$ cat config.mk
export PLATFORM = sky130hd
export DESIGN_NAME = csq_sequencer
export DESIGN_NICKNAME = d
export VERILOG_FILES = /design/src/logic/csq_pkg.sv /design/src/logic/csq_sequencer.sv
export SDC_FILE = /design/constraint.sdc
export NUM_CORES = 1
export LEC_CHECK = 0
export BUFFER_PORTS_ARGS = -buffer_cell sky130_fd_sc_hd__clkbuf_2
export CAP_MARGIN = 15
export CORE_UTILIZATION = 40
export DETAILED_ROUTE_END_ITERATION = 10
export SETUP_SLACK_MARGIN = 0.4
export SLEW_MARGIN = 10
export SYNTH_ARGS = -nofsm -noshare
export SYNTH_HDL_FRONTEND = slang
export SYNTH_SLANG_ARGS = --single-unit
$ cat constraint.sdc
create_clock -name clk_sys -period 9.8 [get_ports clk_sys]
set_input_delay 1.47 -clock clk_sys [delete_from_list [all_inputs] [get_ports clk_sys]]
set_output_delay 1.47 -clock clk_sys [all_outputs]
set_load 0.02 [all_outputs]
$ cat src/logic/csq_pkg.sv
package csq_pkg;
	// Clock and timing
	localparam int unsigned CLK_HZ          = 50_000_000;
	localparam int unsigned SAMPLE_HZ       = 250_000;
	localparam int unsigned SAMPLE_CYC      = CLK_HZ / SAMPLE_HZ;
	localparam int unsigned IDLE_STEP_MS    = 200;
	localparam int unsigned TOUCH_PERIOD_MS = 25;
	localparam int unsigned PROX_PERIOD_MS  = 36;
	localparam int unsigned SLEEP_STEP_MS   = 100;
	localparam int unsigned CYC_PER_MS      = CLK_HZ / 1000;
	localparam int unsigned IDLE_STEP_CYC   = IDLE_STEP_MS * CYC_PER_MS;
	localparam int unsigned TOUCH_CYC       = TOUCH_PERIOD_MS * CYC_PER_MS;
	localparam int unsigned PROX_CYC        = PROX_PERIOD_MS * CYC_PER_MS;
	localparam int unsigned SLEEP_STEP_CYC  = SLEEP_STEP_MS * CYC_PER_MS;
	localparam int unsigned SAMPLES_PER_DEC = 3;
	// Division by three in fixed point: 65535 / 3
	localparam logic [14:0] THIRD_SCALE     = 15'h5555;

	// Register word indices (byte address = index * 4)
	localparam logic [5:0] IDX_POWER_CONTROL = 6'h00;
	localparam logic [5:0] IDX_AMB_COMP_0    = 6'h02;
	localparam logic [5:0] IDX_RESULT_BASE   = 6'h0B;
	localparam logic [5:0] IDX_TRIM_BASE     = 6'h20;
	localparam logic [5:0] IDX_MUX_BASE      = 6'h28;
	localparam logic [5:0] IDX_CAL_EN        = 6'h30;
	localparam logic [5:0] IDX_STATUS        = 6'h31;

	// Field positions
	localparam int unsigned MODE_LSB    = 0;
	localparam int unsigned IDLE_LSB    = 2;
	localparam int unsigned LAST_LSB    = 4;
	localparam int unsigned DEC_LSB     = 8;
	localparam int unsigned SLEEP_LSB   = 12;
	localparam int unsigned POS_LSB     = 0;
	localparam int unsigned NEG_LSB     = 8;

	// Reset values
	localparam logic [15:0] POWER_CONTROL_RST = 16'h0000;
	localparam logic [15:0] AMB_COMP_RST      = 16'h0000;
	localparam logic [15:0] TRIM_RST          = 16'h0000;
	localparam logic [15:0] MUX_RST           = 16'h0000;
	localparam logic [7:0]  CAL_EN_RST        = 8'h00;

	localparam int unsigned NUM_STAGES = 8;

	typedef enum logic [1:0] {
		MODE_FULL     = 2'b00,
		MODE_SHUT_A   = 2'b01,
		MODE_LOW      = 2'b10,
		MODE_SHUT_B   = 2'b11
	} csq_mode_t;

	// Gray order along off -> wait -> convert
	typedef enum logic [1:0] {
		ST_OFF  = 2'b00,
		ST_WAIT = 2'b01,
		ST_CONV = 2'b11
	} csq_state_t;
endpackage

$ cat src/logic/csq_sequencer.sv
`timescale 1ns/100ps
module csq_sequencer
	import csq_pkg::*;
#(
	parameter int unsigned IDLE_STEP_CYCLES  = IDLE_STEP_CYC,
	parameter int unsigned TOUCH_CYCLES      = TOUCH_CYC,
	parameter int unsigned PROX_CYCLES       = PROX_CYC,
	parameter int unsigned SLEEP_STEP_CYCLES = SLEEP_STEP_CYC
) (
	input  wire logic        clk_sys,
	input  wire logic        rstn,
	// Avalon-MM slave
	input  wire logic [7:0]  avs_address,
	input  wire logic        avs_read,
	input  wire logic        avs_write,
	input  wire logic [31:0] avs_writedata,
	input  wire logic [3:0]  avs_byteenable,
	output logic [31:0]      avs_readdata,
	output logic             avs_waitrequest,
	// Converter front end
	input  wire logic        mod_bit,
	output logic             afe_power_on,
	output logic             afe_sample,
	output logic [2:0]       afe_stage,
	output logic [15:0]      afe_mux_cfg,
	output logic [5:0]       positive_offset_trim,
	output logic [5:0]       negative_offset_trim,
	// Calibration and threshold logic
	input  wire logic        touch_active,
	input  wire logic        proximity_active,
	input  wire logic [7:0]  pair_hit_a,
	input  wire logic [7:0]  pair_hit_b,
	output logic [7:0]       pair_report_a,
	output logic [7:0]       pair_report_b,
	output logic [7:0]       stage_calibration_enable,
	output logic             result_valid,
	output logic [2:0]       result_stage,
	output logic [15:0]      result_data,
	output logic             ambient_update
);

	// Register storage
	logic [15:0] power_control_ff;
	logic [15:0] ambient_comp_control_0_ff;
	logic [15:0] trim_ff [NUM_STAGES];
	logic [15:0] mux_ff [NUM_STAGES];
	logic [15:0] stage_result_ff [NUM_STAGES];
	logic [7:0]  cal_en_ff;
	// Bus handshake
	logic        ack_ff;
	logic [31:0] rdata_ff;
	logic [5:0]  widx;
	logic        wr_go;
	logic [15:0] wmask;
	// Sequencer state
	csq_state_t  state_ff;
	csq_state_t  nxt_state;
	logic [2:0]  stage_ff;
	logic [2:0]  last_ff;
	logic [1:0]  dec_ff;
	logic [7:0]  smp_div_ff;
	logic [9:0]  smp_cnt_ff;
	logic [9:0]  ones_cnt_ff;
	logic [31:0] period_ff;
	logic [31:0] hold_ff;
	logic        mod_s1_ff;
	logic        mod_s2_ff;
	logic        res_vld_ff;
	logic [2:0]  res_stage_ff;
	logic [15:0] res_data_ff;
	logic        amb_ff;
	logic [7:0]  rpt_a_ff;
	logic [7:0]  rpt_b_ff;
	// Decoded controls
	csq_mode_t   mode;
	logic        shutdown;
	logic        low_power;
	logic        sample_tick;
	logic [9:0]  samples_needed;
	logic        stage_done;
	logic        seq_done;
	logic [31:0] target_period;
	logic        lp_fast;
	logic [2:0]  last_req;
	logic [24:0] scaled;
	logic [15:0] avg_result;
	logic [31:0] idle_cycles;
	logic [31:0] sleep_cycles;

	assign mode      = csq_mode_t'(power_control_ff[MODE_LSB +: 2]);
	assign shutdown  = power_control_ff[MODE_LSB];
	assign low_power = (mode == MODE_LOW);

	// Bus decode, one wait state per access
	assign widx            = avs_address[7:2];
	assign avs_waitrequest = (avs_read | avs_write) & ~ack_ff;
	assign wr_go           = avs_write & ack_ff;
	assign wmask           = {{8{avs_byteenable[1]}}, {8{avs_byteenable[0]}}};
	assign avs_readdata    = rdata_ff;

	always_ff @(posedge clk_sys or negedge rstn) begin
		if (!rstn) begin
			ack_ff <= 1'b0;
		end else begin
			ack_ff <= (avs_read | avs_write) & ~ack_ff;
		end
	end

	// Read mux, loaded in the wait cycle
	always_ff @(posedge clk_sys or negedge rstn) begin
		if (!rstn) begin
			rdata_ff <= 32'h0000_0000;
		end else if (avs_read && !ack_ff) begin
			rdata_ff <= 32'h0000_0000;
			if (widx == IDX_POWER_CONTROL) begin
				rdata_ff[15:0] <= power_control_ff;
			end else if (widx == IDX_AMB_COMP_0) begin
				rdata_ff[15:0] <= ambient_comp_control_0_ff;
			end else if (widx >= IDX_RESULT_BASE && widx < IDX_RESULT_BASE + 6'h08) begin
				rdata_ff[15:0] <= stage_result_ff[3'(widx - IDX_RESULT_BASE)];
			end else if (widx >= IDX_TRIM_BASE && widx < IDX_TRIM_BASE + 6'h08) begin
				rdata_ff[15:0] <= trim_ff[widx[2:0]];
			end else if (widx >= IDX_MUX_BASE && widx < IDX_MUX_BASE + 6'h08) begin
				rdata_ff[15:0] <= mux_ff[widx[2:0]];
			end else if (widx == IDX_CAL_EN) begin
				rdata_ff[7:0] <= cal_en_ff;
			end else if (widx == IDX_STATUS) begin
				rdata_ff[6:0] <= {lp_fast, afe_power_on, state_ff, stage_ff};
			end
		end
	end

	// Writable control registers
	always_ff @(posedge clk_sys or negedge rstn) begin
		if (!rstn) begin
			power_control_ff          <= POWER_CONTROL_RST;
			ambient_comp_control_0_ff <= AMB_COMP_RST;
			cal_en_ff                 <= CAL_EN_RST;
			for (int i = 0; i < NUM_STAGES; i++) begin
				trim_ff[i] <= TRIM_RST;
				mux_ff[i]  <= MUX_RST;
			end
		end else if (wr_go) begin
			if (widx == IDX_POWER_CONTROL) begin
				power_control_ff <= (power_control_ff & ~wmask) | (avs_writedata[15:0] & wmask);
			end
			if (widx == IDX_AMB_COMP_0) begin
				ambient_comp_control_0_ff <= (ambient_comp_control_0_ff & ~wmask)
					| (avs_writedata[15:0] & wmask);
			end
			if (widx == IDX_CAL_EN && avs_byteenable[0]) begin
				cal_en_ff <= avs_writedata[7:0];
			end
			if (widx >= IDX_TRIM_BASE && widx < IDX_TRIM_BASE + 6'h08) begin
				trim_ff[widx[2:0]] <= (trim_ff[widx[2:0]] & ~wmask)
					| (avs_writedata[15:0] & wmask);
			end
			if (widx >= IDX_MUX_BASE && widx < IDX_MUX_BASE + 6'h08) begin
				mux_ff[widx[2:0]] <= (mux_ff[widx[2:0]] & ~wmask)
					| (avs_writedata[15:0] & wmask);
			end
		end
	end

	// Modulator bit crosses in from the analog side
	always_ff @(posedge clk_sys or negedge rstn) begin
		if (!rstn) begin
			mod_s1_ff <= 1'b0;
			mod_s2_ff <= 1'b0;
		end else begin
			mod_s1_ff <= mod_bit;
			mod_s2_ff <= mod_s1_ff;
		end
	end

	// Sample counts per decimation code
	always_comb begin
		case (dec_ff)
			2'b00:   samples_needed = 10'(SAMPLES_PER_DEC * 256);
			2'b01:   samples_needed = 10'(SAMPLES_PER_DEC * 128);
			default: samples_needed = 10'(SAMPLES_PER_DEC * 64);
		endcase
	end

	// Average of ones: count * (65535/3) / decimation
	assign scaled = 25'((ones_cnt_ff + {9'h000, mod_s2_ff}) * THIRD_SCALE);  // last sample
	always_comb begin
		case (dec_ff)
			2'b00:   avg_result = scaled[23:8];
			2'b01:   avg_result = scaled[22:7];
			default: avg_result = scaled[21:6];
		endcase
	end

	// 250 kHz sample strobe while converting
	assign sample_tick = (state_ff == ST_CONV) && (smp_div_ff == 8'(SAMPLE_CYC - 1));
	assign stage_done  = sample_tick && (smp_cnt_ff == samples_needed - 10'h001);
	assign seq_done    = stage_done && (stage_ff == last_ff);

	// Requested last stage clamped to eight stages
	assign last_req = power_control_ff[LAST_LSB + 3] ? 3'h7
		: power_control_ff[LAST_LSB +: 3];

	// Idle interval and sleep timeout lengths
	assign idle_cycles  = (32'(power_control_ff[IDLE_LSB +: 2]) + 32'h1)
		* IDLE_STEP_CYCLES;
	assign sleep_cycles = (32'(ambient_comp_control_0_ff[SLEEP_LSB +: 2]) + 32'h1)
		* SLEEP_STEP_CYCLES;

	// Low power stays fast while touched or during the sleep timeout
	assign lp_fast = low_power && (touch_active || hold_ff != 32'h0);

	// Start-to-start period for the current situation
	always_comb begin
		if (!low_power) begin
			target_period = 32'h0;
		end else if (proximity_active && !touch_active) begin
			target_period = PROX_CYCLES;
		end else if (lp_fast) begin
			target_period = TOUCH_CYCLES;
		end else begin
			target_period = idle_cycles;
		end
	end

	// Sleep entry timeout after touching stops
	always_ff @(posedge clk_sys or negedge rstn) begin
		if (!rstn) begin
			hold_ff <= 32'h0;
		end else if (!low_power || touch_active) begin
			hold_ff <= low_power ? sleep_cycles : 32'h0;
		end else if (hold_ff != 32'h0) begin
			hold_ff <= hold_ff - 32'h1;
		end
	end

	// Sequencer state transitions
	always_comb begin
		nxt_state = state_ff;
		case (state_ff)
			ST_OFF: begin
				if (!shutdown) begin
					nxt_state = ST_WAIT;
				end
			end
			ST_WAIT: begin
				if (shutdown) begin
					nxt_state = ST_OFF;
				end else if (period_ff >= target_period) begin
					nxt_state = ST_CONV;
				end
			end
			ST_CONV: begin
				if (shutdown) begin
					nxt_state = ST_OFF;
				end else if (seq_done) begin
					nxt_state = (target_period == 32'h0) ? ST_CONV : ST_WAIT;
				end
			end
			default: nxt_state = ST_OFF;
		endcase
	end

	always_ff @(posedge clk_sys or negedge rstn) begin
		if (!rstn) begin
			state_ff <= ST_OFF;
		end else begin
			state_ff <= nxt_state;
		end
	end

	// Period timer counts from the start of each sequence entered from the wait state
	always_ff @(posedge clk_sys or negedge rstn) begin
		if (!rstn) begin
			period_ff <= 32'h0;
		end else if (state_ff == ST_OFF) begin
			period_ff <= 32'hFFFF_FFFF;
		end else if (state_ff == ST_WAIT && nxt_state == ST_CONV) begin
			period_ff <= 32'h0;
		end else if (period_ff != 32'hFFFF_FFFF) begin
			period_ff <= period_ff + 32'h1;
		end
	end

	// Stage stepping; settings latch at each sequence start
	always_ff @(posedge clk_sys or negedge rstn) begin
		if (!rstn) begin
			stage_ff <= 3'h0;
			last_ff  <= 3'h0;
			dec_ff   <= 2'b00;
		end else if (state_ff != ST_CONV || seq_done) begin
			stage_ff <= 3'h0;
			last_ff  <= last_req;
			dec_ff   <= power_control_ff[DEC_LSB +: 2];
		end else if (stage_done) begin
			stage_ff <= stage_ff + 3'h1;
		end
	end

	// Sample divider and ones accumulator
	always_ff @(posedge clk_sys or negedge rstn) begin
		if (!rstn) begin
			smp_div_ff  <= 8'h00;
			smp_cnt_ff  <= 10'h000;
			ones_cnt_ff <= 10'h000;
		end else if (state_ff != ST_CONV) begin
			smp_div_ff  <= 8'h00;
			smp_cnt_ff  <= 10'h000;
			ones_cnt_ff <= 10'h000;
		end else if (sample_tick) begin
			smp_div_ff <= 8'h00;
			if (stage_done) begin
				smp_cnt_ff  <= 10'h000;
				ones_cnt_ff <= 10'h000;
			end else begin
				smp_cnt_ff  <= smp_cnt_ff + 10'h001;
				ones_cnt_ff <= ones_cnt_ff + {9'h000, mod_s2_ff};
			end
		end else begin
			smp_div_ff <= smp_div_ff + 8'h01;
		end
	end

	// Result capture per stage
	always_ff @(posedge clk_sys or negedge rstn) begin
		if (!rstn) begin
			for (int i = 0; i < NUM_STAGES; i++) begin
				stage_result_ff[i] <= 16'h0000;
			end
			res_vld_ff   <= 1'b0;
			res_stage_ff <= 3'h0;
			res_data_ff  <= 16'h0000;
			amb_ff       <= 1'b0;
		end else begin
			res_vld_ff <= stage_done;
			amb_ff     <= stage_done && !touch_active;
			if (stage_done) begin
				stage_result_ff[stage_ff] <= avg_result;
				res_stage_ff              <= stage_ff;
				res_data_ff               <= avg_result;
			end
		end
	end

	// Differential button pairs report at most one side
	generate
		for (genvar g = 0; g < NUM_STAGES; g++) begin : g_pair
			always_ff @(posedge clk_sys or negedge rstn) begin
				if (!rstn) begin
					rpt_a_ff[g] <= 1'b0;
					rpt_b_ff[g] <= 1'b0;
				end else begin
					rpt_a_ff[g] <= pair_hit_a[g] & ~pair_hit_b[g];
					rpt_b_ff[g] <= pair_hit_b[g] & ~pair_hit_a[g];
				end
			end
		end
	endgenerate

	// Front-end drive follows the active stage
	assign afe_power_on             = (state_ff == ST_CONV);
	assign afe_sample               = sample_tick;
	assign afe_stage                = stage_ff;
	assign afe_mux_cfg              = mux_ff[stage_ff];
	assign positive_offset_trim     = trim_ff[stage_ff][POS_LSB +: 6];
	assign negative_offset_trim     = trim_ff[stage_ff][NEG_LSB +: 6];
	assign stage_calibration_enable = cal_en_ff;
	assign pair_report_a            = rpt_a_ff;
	assign pair_report_b            = rpt_b_ff;
	assign result_valid             = res_vld_ff;
	assign result_stage             = res_stage_ff;
	assign result_data              = res_data_ff;
	assign ambient_update           = amb_ff;

endmodule

==> flow_summary.json <==
{
  "count_of_routing_violations_after_the_opening_detailed_route_iteration": 2324,
  "grt_util_all_layers_pct": 23.8,
  "min_from": "mod_s1_ff$_DFF_PN0_",
  "cts_resized": 0,
  "cts.sinks": 582,
  "start_util_pct": 40.7,
  "stdcell_count": 4237,
  "yosys.area.top_type_share_pct": 45.9,
  "worst_pin_slew_ns": 1.21,
  "grt_overflow_total": 0,
  "post_route_cells_drive_above_1_share_pct": 21.0,
  "synthDistinctLibCells": 87,
  "residual_drc": 0,
  "post_synth_main_area_contributors": "sky130_fd_sc_hd__dfrtp_1 46%, sky130_fd_sc_hd__mux2_2 8.3%, sky130_fd_sc_hd__nand2_1 7.4%",
  "syn_area_per_cell_um2": 10.4,
  "layout_stage_area_growth_over_the_synthesis_result_pct": 13.0,
  "worst_ir_drop_vdd_mv": 0.114,
  "postSynthRegisterBits": 582,
  "drt-total-wl_um": 95700,
  "gpl.final_weighted_congestion": 0.873,
  "dominantRegCellSynth": "sky130_fd_sc_hd__dfrtp_1",
  "outcome": "finished, final reports clean",
  "cts-root-buf": "sky130_fd_sc_hd__clkbuf_16",
  "die_y_um": 284,
  "grt_first_pass_wirelength_um": 148000,
  "route.detailed.vias_per_inst": 5.77,
  "antenna-diode-count": 0,
  "floorplan.rows": 102,
  "synth-seq-area-share_pct": 45.9,
  "worst-endpoint-required_ns": 10.23,
  "r2r_cells": 24,
  "first_global_vias": 24082,
  "critical_path_arrival_ns": 7.84,
  "yosysWarnings": 0,
  "cts_inserted_buffers": 69,
  "cts.path.max_buffers": 3,
  "power_per_cell_area_nw_per_um2": 178,
  "grt_antenna_before_repair": 5,
  "rrSetupSlack_ns": 2.39,
  "place_inst": 4112,
  "hold_ws_ns": 0.397,
  "asyncSetResetFlopFracSynth_pct": 100,
  "layout_skew_ns": 0.0209,
  "timing.max_slew.rel_slack_pct": 19.3,
  "timing.fmax_mhz": 135,
  "cts-hold-fix-buffers": 0,
  "via_count": 24455,
  "instance_count_of_the_mapped_netlist": 3057,
  "r2r_end": "result_data[14]$_DFFE_PN0P_",
  "setup_tns_ns": 0,
  "core-area_um2": 78000,
  "detail-route-antenna-nets": 0,
  "synth_top_cell_by_area": "sky130_fd_sc_hd__dfrtp_1",
  "netlist_area_um2": 31800,
  "insertion_delay_ns": 0.62,
  "boundaryPins": 178,
  "tritoncts_clock_tree": "built",
  "timing.hold.worst_path_depth": 0,
  "post_drt_wl_per_cell_um": 22.6,
  "timing.critical_path.cells": "ha_1 -> ha_1 -> nand3_1 -> nor2_1 -> nand3_1 -> xnor2_1 -> ha_1 -> fa_1 -> inv_1 -> fa_1 -> inv_1 -> fa_1 -> inv_1 -> fa_1 -> inv_1 -> ha_1 -> and4_1 -> nand3_1 -> nor3_1 -> nor4b_1 -> o21ai_0 -> xor2_1 -> o221ai_1 -> o21ai_0",
  "timing.setup.critical_path_class": "flop to flop",
  "critical-path-slowest-cell": "sky130_fd_sc_hd__o221ai_1",
  "synth_edf_count": 0,
  "p_leak_nw": 17.1,
  "max-cap-violations": 0,
  "rsz0062_at_grt": "no",
  "die_width_um": 284,
  "r2r_path_start": "ones_cnt_ff[0]$_DFFE_PN0P_",
  "worst_setup_path_start_kind": "flop",
  "cts.repair_timing.setup_buffer_count": 0,
  "post-route-min-period_ns": 7.41,
  "io_buffer_count": 141,
  "setup.worst_path.end_class": "flop",
  "final-max-slew-violation-count": 0,
  "dpl_wire_length_um": 61900,
  "hold_viol": 0,
  "layout_net_count": 3343,
  "grt_max_degree": 165,
  "whs_endpoint": "mod_s2_ff$_DFF_PN0_",
  "worstHoldPathType": "flop to flop",
  "cts-htree-levels": 3,
  "critical_path_peak_fanout": 9,
  "dieArea_um2": 80500,
  "drt_pre_antenna_iters": 6,
  "critical-path-max-stage-delay_ns": 0.81,
  "finalSetupViolCount": 0,
  "worst_setup_hold_path_clk_slew_ns": 0.06,
  "fin_crit_share_pct": 75.6
}
## flip-flops by register name, summed over array words and instances, names as in the netlist, 2 cells and up, named ones only
signal / count
mux_ff: 128
stage_result_ff: 128
trim_ff: 128
hold_ff: 32
period_ff: 32
avs_readdata: 16
result_data: 16
ones_cnt_ff: 10
smp_cnt_ff: 10
pair_report_a: 8
pair_report_b: 8
smp_div_ff: 8
stage_calibration_enable: 8
afe_stage: 3
last_ff: 3
result_stage: 3
dec_ff: 2
state_ff: 2
## cells by family (layout without fill, tap and decap cells)
logic type	Yosys count	in the layout	synth area share [%]
adder cells (fa/ha/maj)	133	133	5.90
buffers and inverters	282	407	3.60
other	1	16	0.0118
AO/OA/AOI/OAI	533	533	11.1
AND/OR/NAND/NOR	1077	1077	15.4
multiplexers	350	350	15.4
flip-flops	582	582	45.9
XOR/XNOR	99	99	2.75
## per-layer routing
metal  vias to the layer above  share of wire [%]  GRT usage (%)
met2                       993                 43           34.7
met3                       212                9.3           6.26
met1                     12245                 44           33.8
li1                      10993                  -              -
met4                        12                3.8           8.86
met5                         -              0.085              0
## synthesized netlist by cell type, types with 14 or more instances
cell                       number
sky130_fd_sc_hd__nor4_1        14
sky130_fd_sc_hd__o22ai_1       21
sky130_fd_sc_hd__buf_2         19
sky130_fd_sc_hd__mux2i_1       27
sky130_fd_sc_hd__xor2_1        42
sky130_fd_sc_hd__nand3_1       47
sky130_fd_sc_hd__mux4_2        88
sky130_fd_sc_hd__nor2b_1       28
sky130_fd_sc_hd__and3_1        19
sky130_fd_sc_hd__clkbuf_1     126
sky130_fd_sc_hd__mux2_2       235
sky130_fd_sc_hd__a22o_1        21
sky130_fd_sc_hd__buf_4         16
sky130_fd_sc_hd__a211oi_1      16
sky130_fd_sc_hd__nand4_1       31
sky130_fd_sc_hd__dfrtp_1      582
sky130_fd_sc_hd__nor3_1        29
sky130_fd_sc_hd__ha_1         105
sky130_fd_sc_hd__o21a_1        22
sky130_fd_sc_hd__fa_1          28
sky130_fd_sc_hd__a22oi_1      113
sky130_fd_sc_hd__and4_1        17
sky130_fd_sc_hd__xnor2_1       56
sky130_fd_sc_hd__o21ai_0      101
sky130_fd_sc_hd__nand2_1      627
sky130_fd_sc_hd__nand2b_1      23
sky130_fd_sc_hd__inv_1         95
sky130_fd_sc_hd__buf_1         24
sky130_fd_sc_hd__a21oi_1      131
sky130_fd_sc_hd__nor2_1       163
## cells in the final DEF (no fill, tap or decap), drive strengths merged, types with 22 or more instances in the layout
cell / n
o21ai: 104
inv: 100
fa: 28
xor2: 42
a22oi: 113
o21a: 22
nand3: 48
nor3: 30
nand4: 31
dfrtp: 582
ha: 105
mux4: 88
buf: 46
mux2: 235
nor2: 164
nand2: 627
nor2b: 28
xnor2: 57
a21oi: 132
clkbuf: 243
mux2i: 27
nand2b: 23
## area by class of cell
type | instances | area, um^2
flip-flops and latches | 582 | 14600
multi-input cells | 2208 | 16200
clock buffers | 104 | 2070
repair buffers | 185 | 1070
well taps | 1040 | 1300
inverters | 97 | 364
clock inverters | 21 | 259
fillers | 7298 | 42100
## worst max-delay path: cells and delay by family, from the launching register on
family,cells,cell delay [ns]
adder cells (fa/ha/maj),8,3.40
AND/OR/NAND/NOR,7,1.52
AO/OA/AOI/OAI,3,1.38
flip-flops,1,0.35
XOR/XNOR,2,0.32
buffers and inverters,4,0.25
## stage by stage
stage          cell area [um^2]  power [mW]  worst slack (ns)  utilization [%]
2_1_floorplan             31800        3.42              3.41                -
3_3_place_gp              33600        3.76              2.47             43.0
3_5_place_dp              33600        3.77              2.39             43.0
4_1_cts                   35900        6.42              2.31             46.0
5_1_grt                   35900        6.66              1.78             46.0
6_report                  35900        6.38              2.39             46.0
## power by group
part / switching, mW / internal (mW)
registers: 0.154 / 2.56
clock network: 1.05 / 1.59
logic: 0.637 / 0.383
## how the worst max path moves through the flow
| stage | startpoint | endpoint | slack (ns) | cells past startpoint |
|---|---|---|---|---|
| 3_3_place_gp | ones_cnt_ff[0]$_DFFE_PN0P_ | stage_result_ff[78]$_DFFE_PN0P_ | 2.47 | 24 |
| 5_1_grt | ones_cnt_ff[0]$_DFFE_PN0P_ | result_data[14]$_DFFE_PN0P_ | 1.78 | 24 |
| 3_5_place_dp | ones_cnt_ff[0]$_DFFE_PN0P_ | result_data[14]$_DFFE_PN0P_ | 2.39 | 24 |
| 2_1_floorplan | ones_cnt_ff[0]$_DFFE_PN0P_ | stage_result_ff[13]$_DFFE_PN0P_ | 3.41 | 25 |
| 4_1_cts | ones_cnt_ff[0]$_DFFE_PN0P_ | result_data[14]$_DFFE_PN0P_ | 2.31 | 24 |
| 6_report | ones_cnt_ff[0]$_DFFE_PN0P_ | result_data[14]$_DFFE_PN0P_ | 2.39 | 24 |
Note: power is estimated with default switching activity, not from simulation.
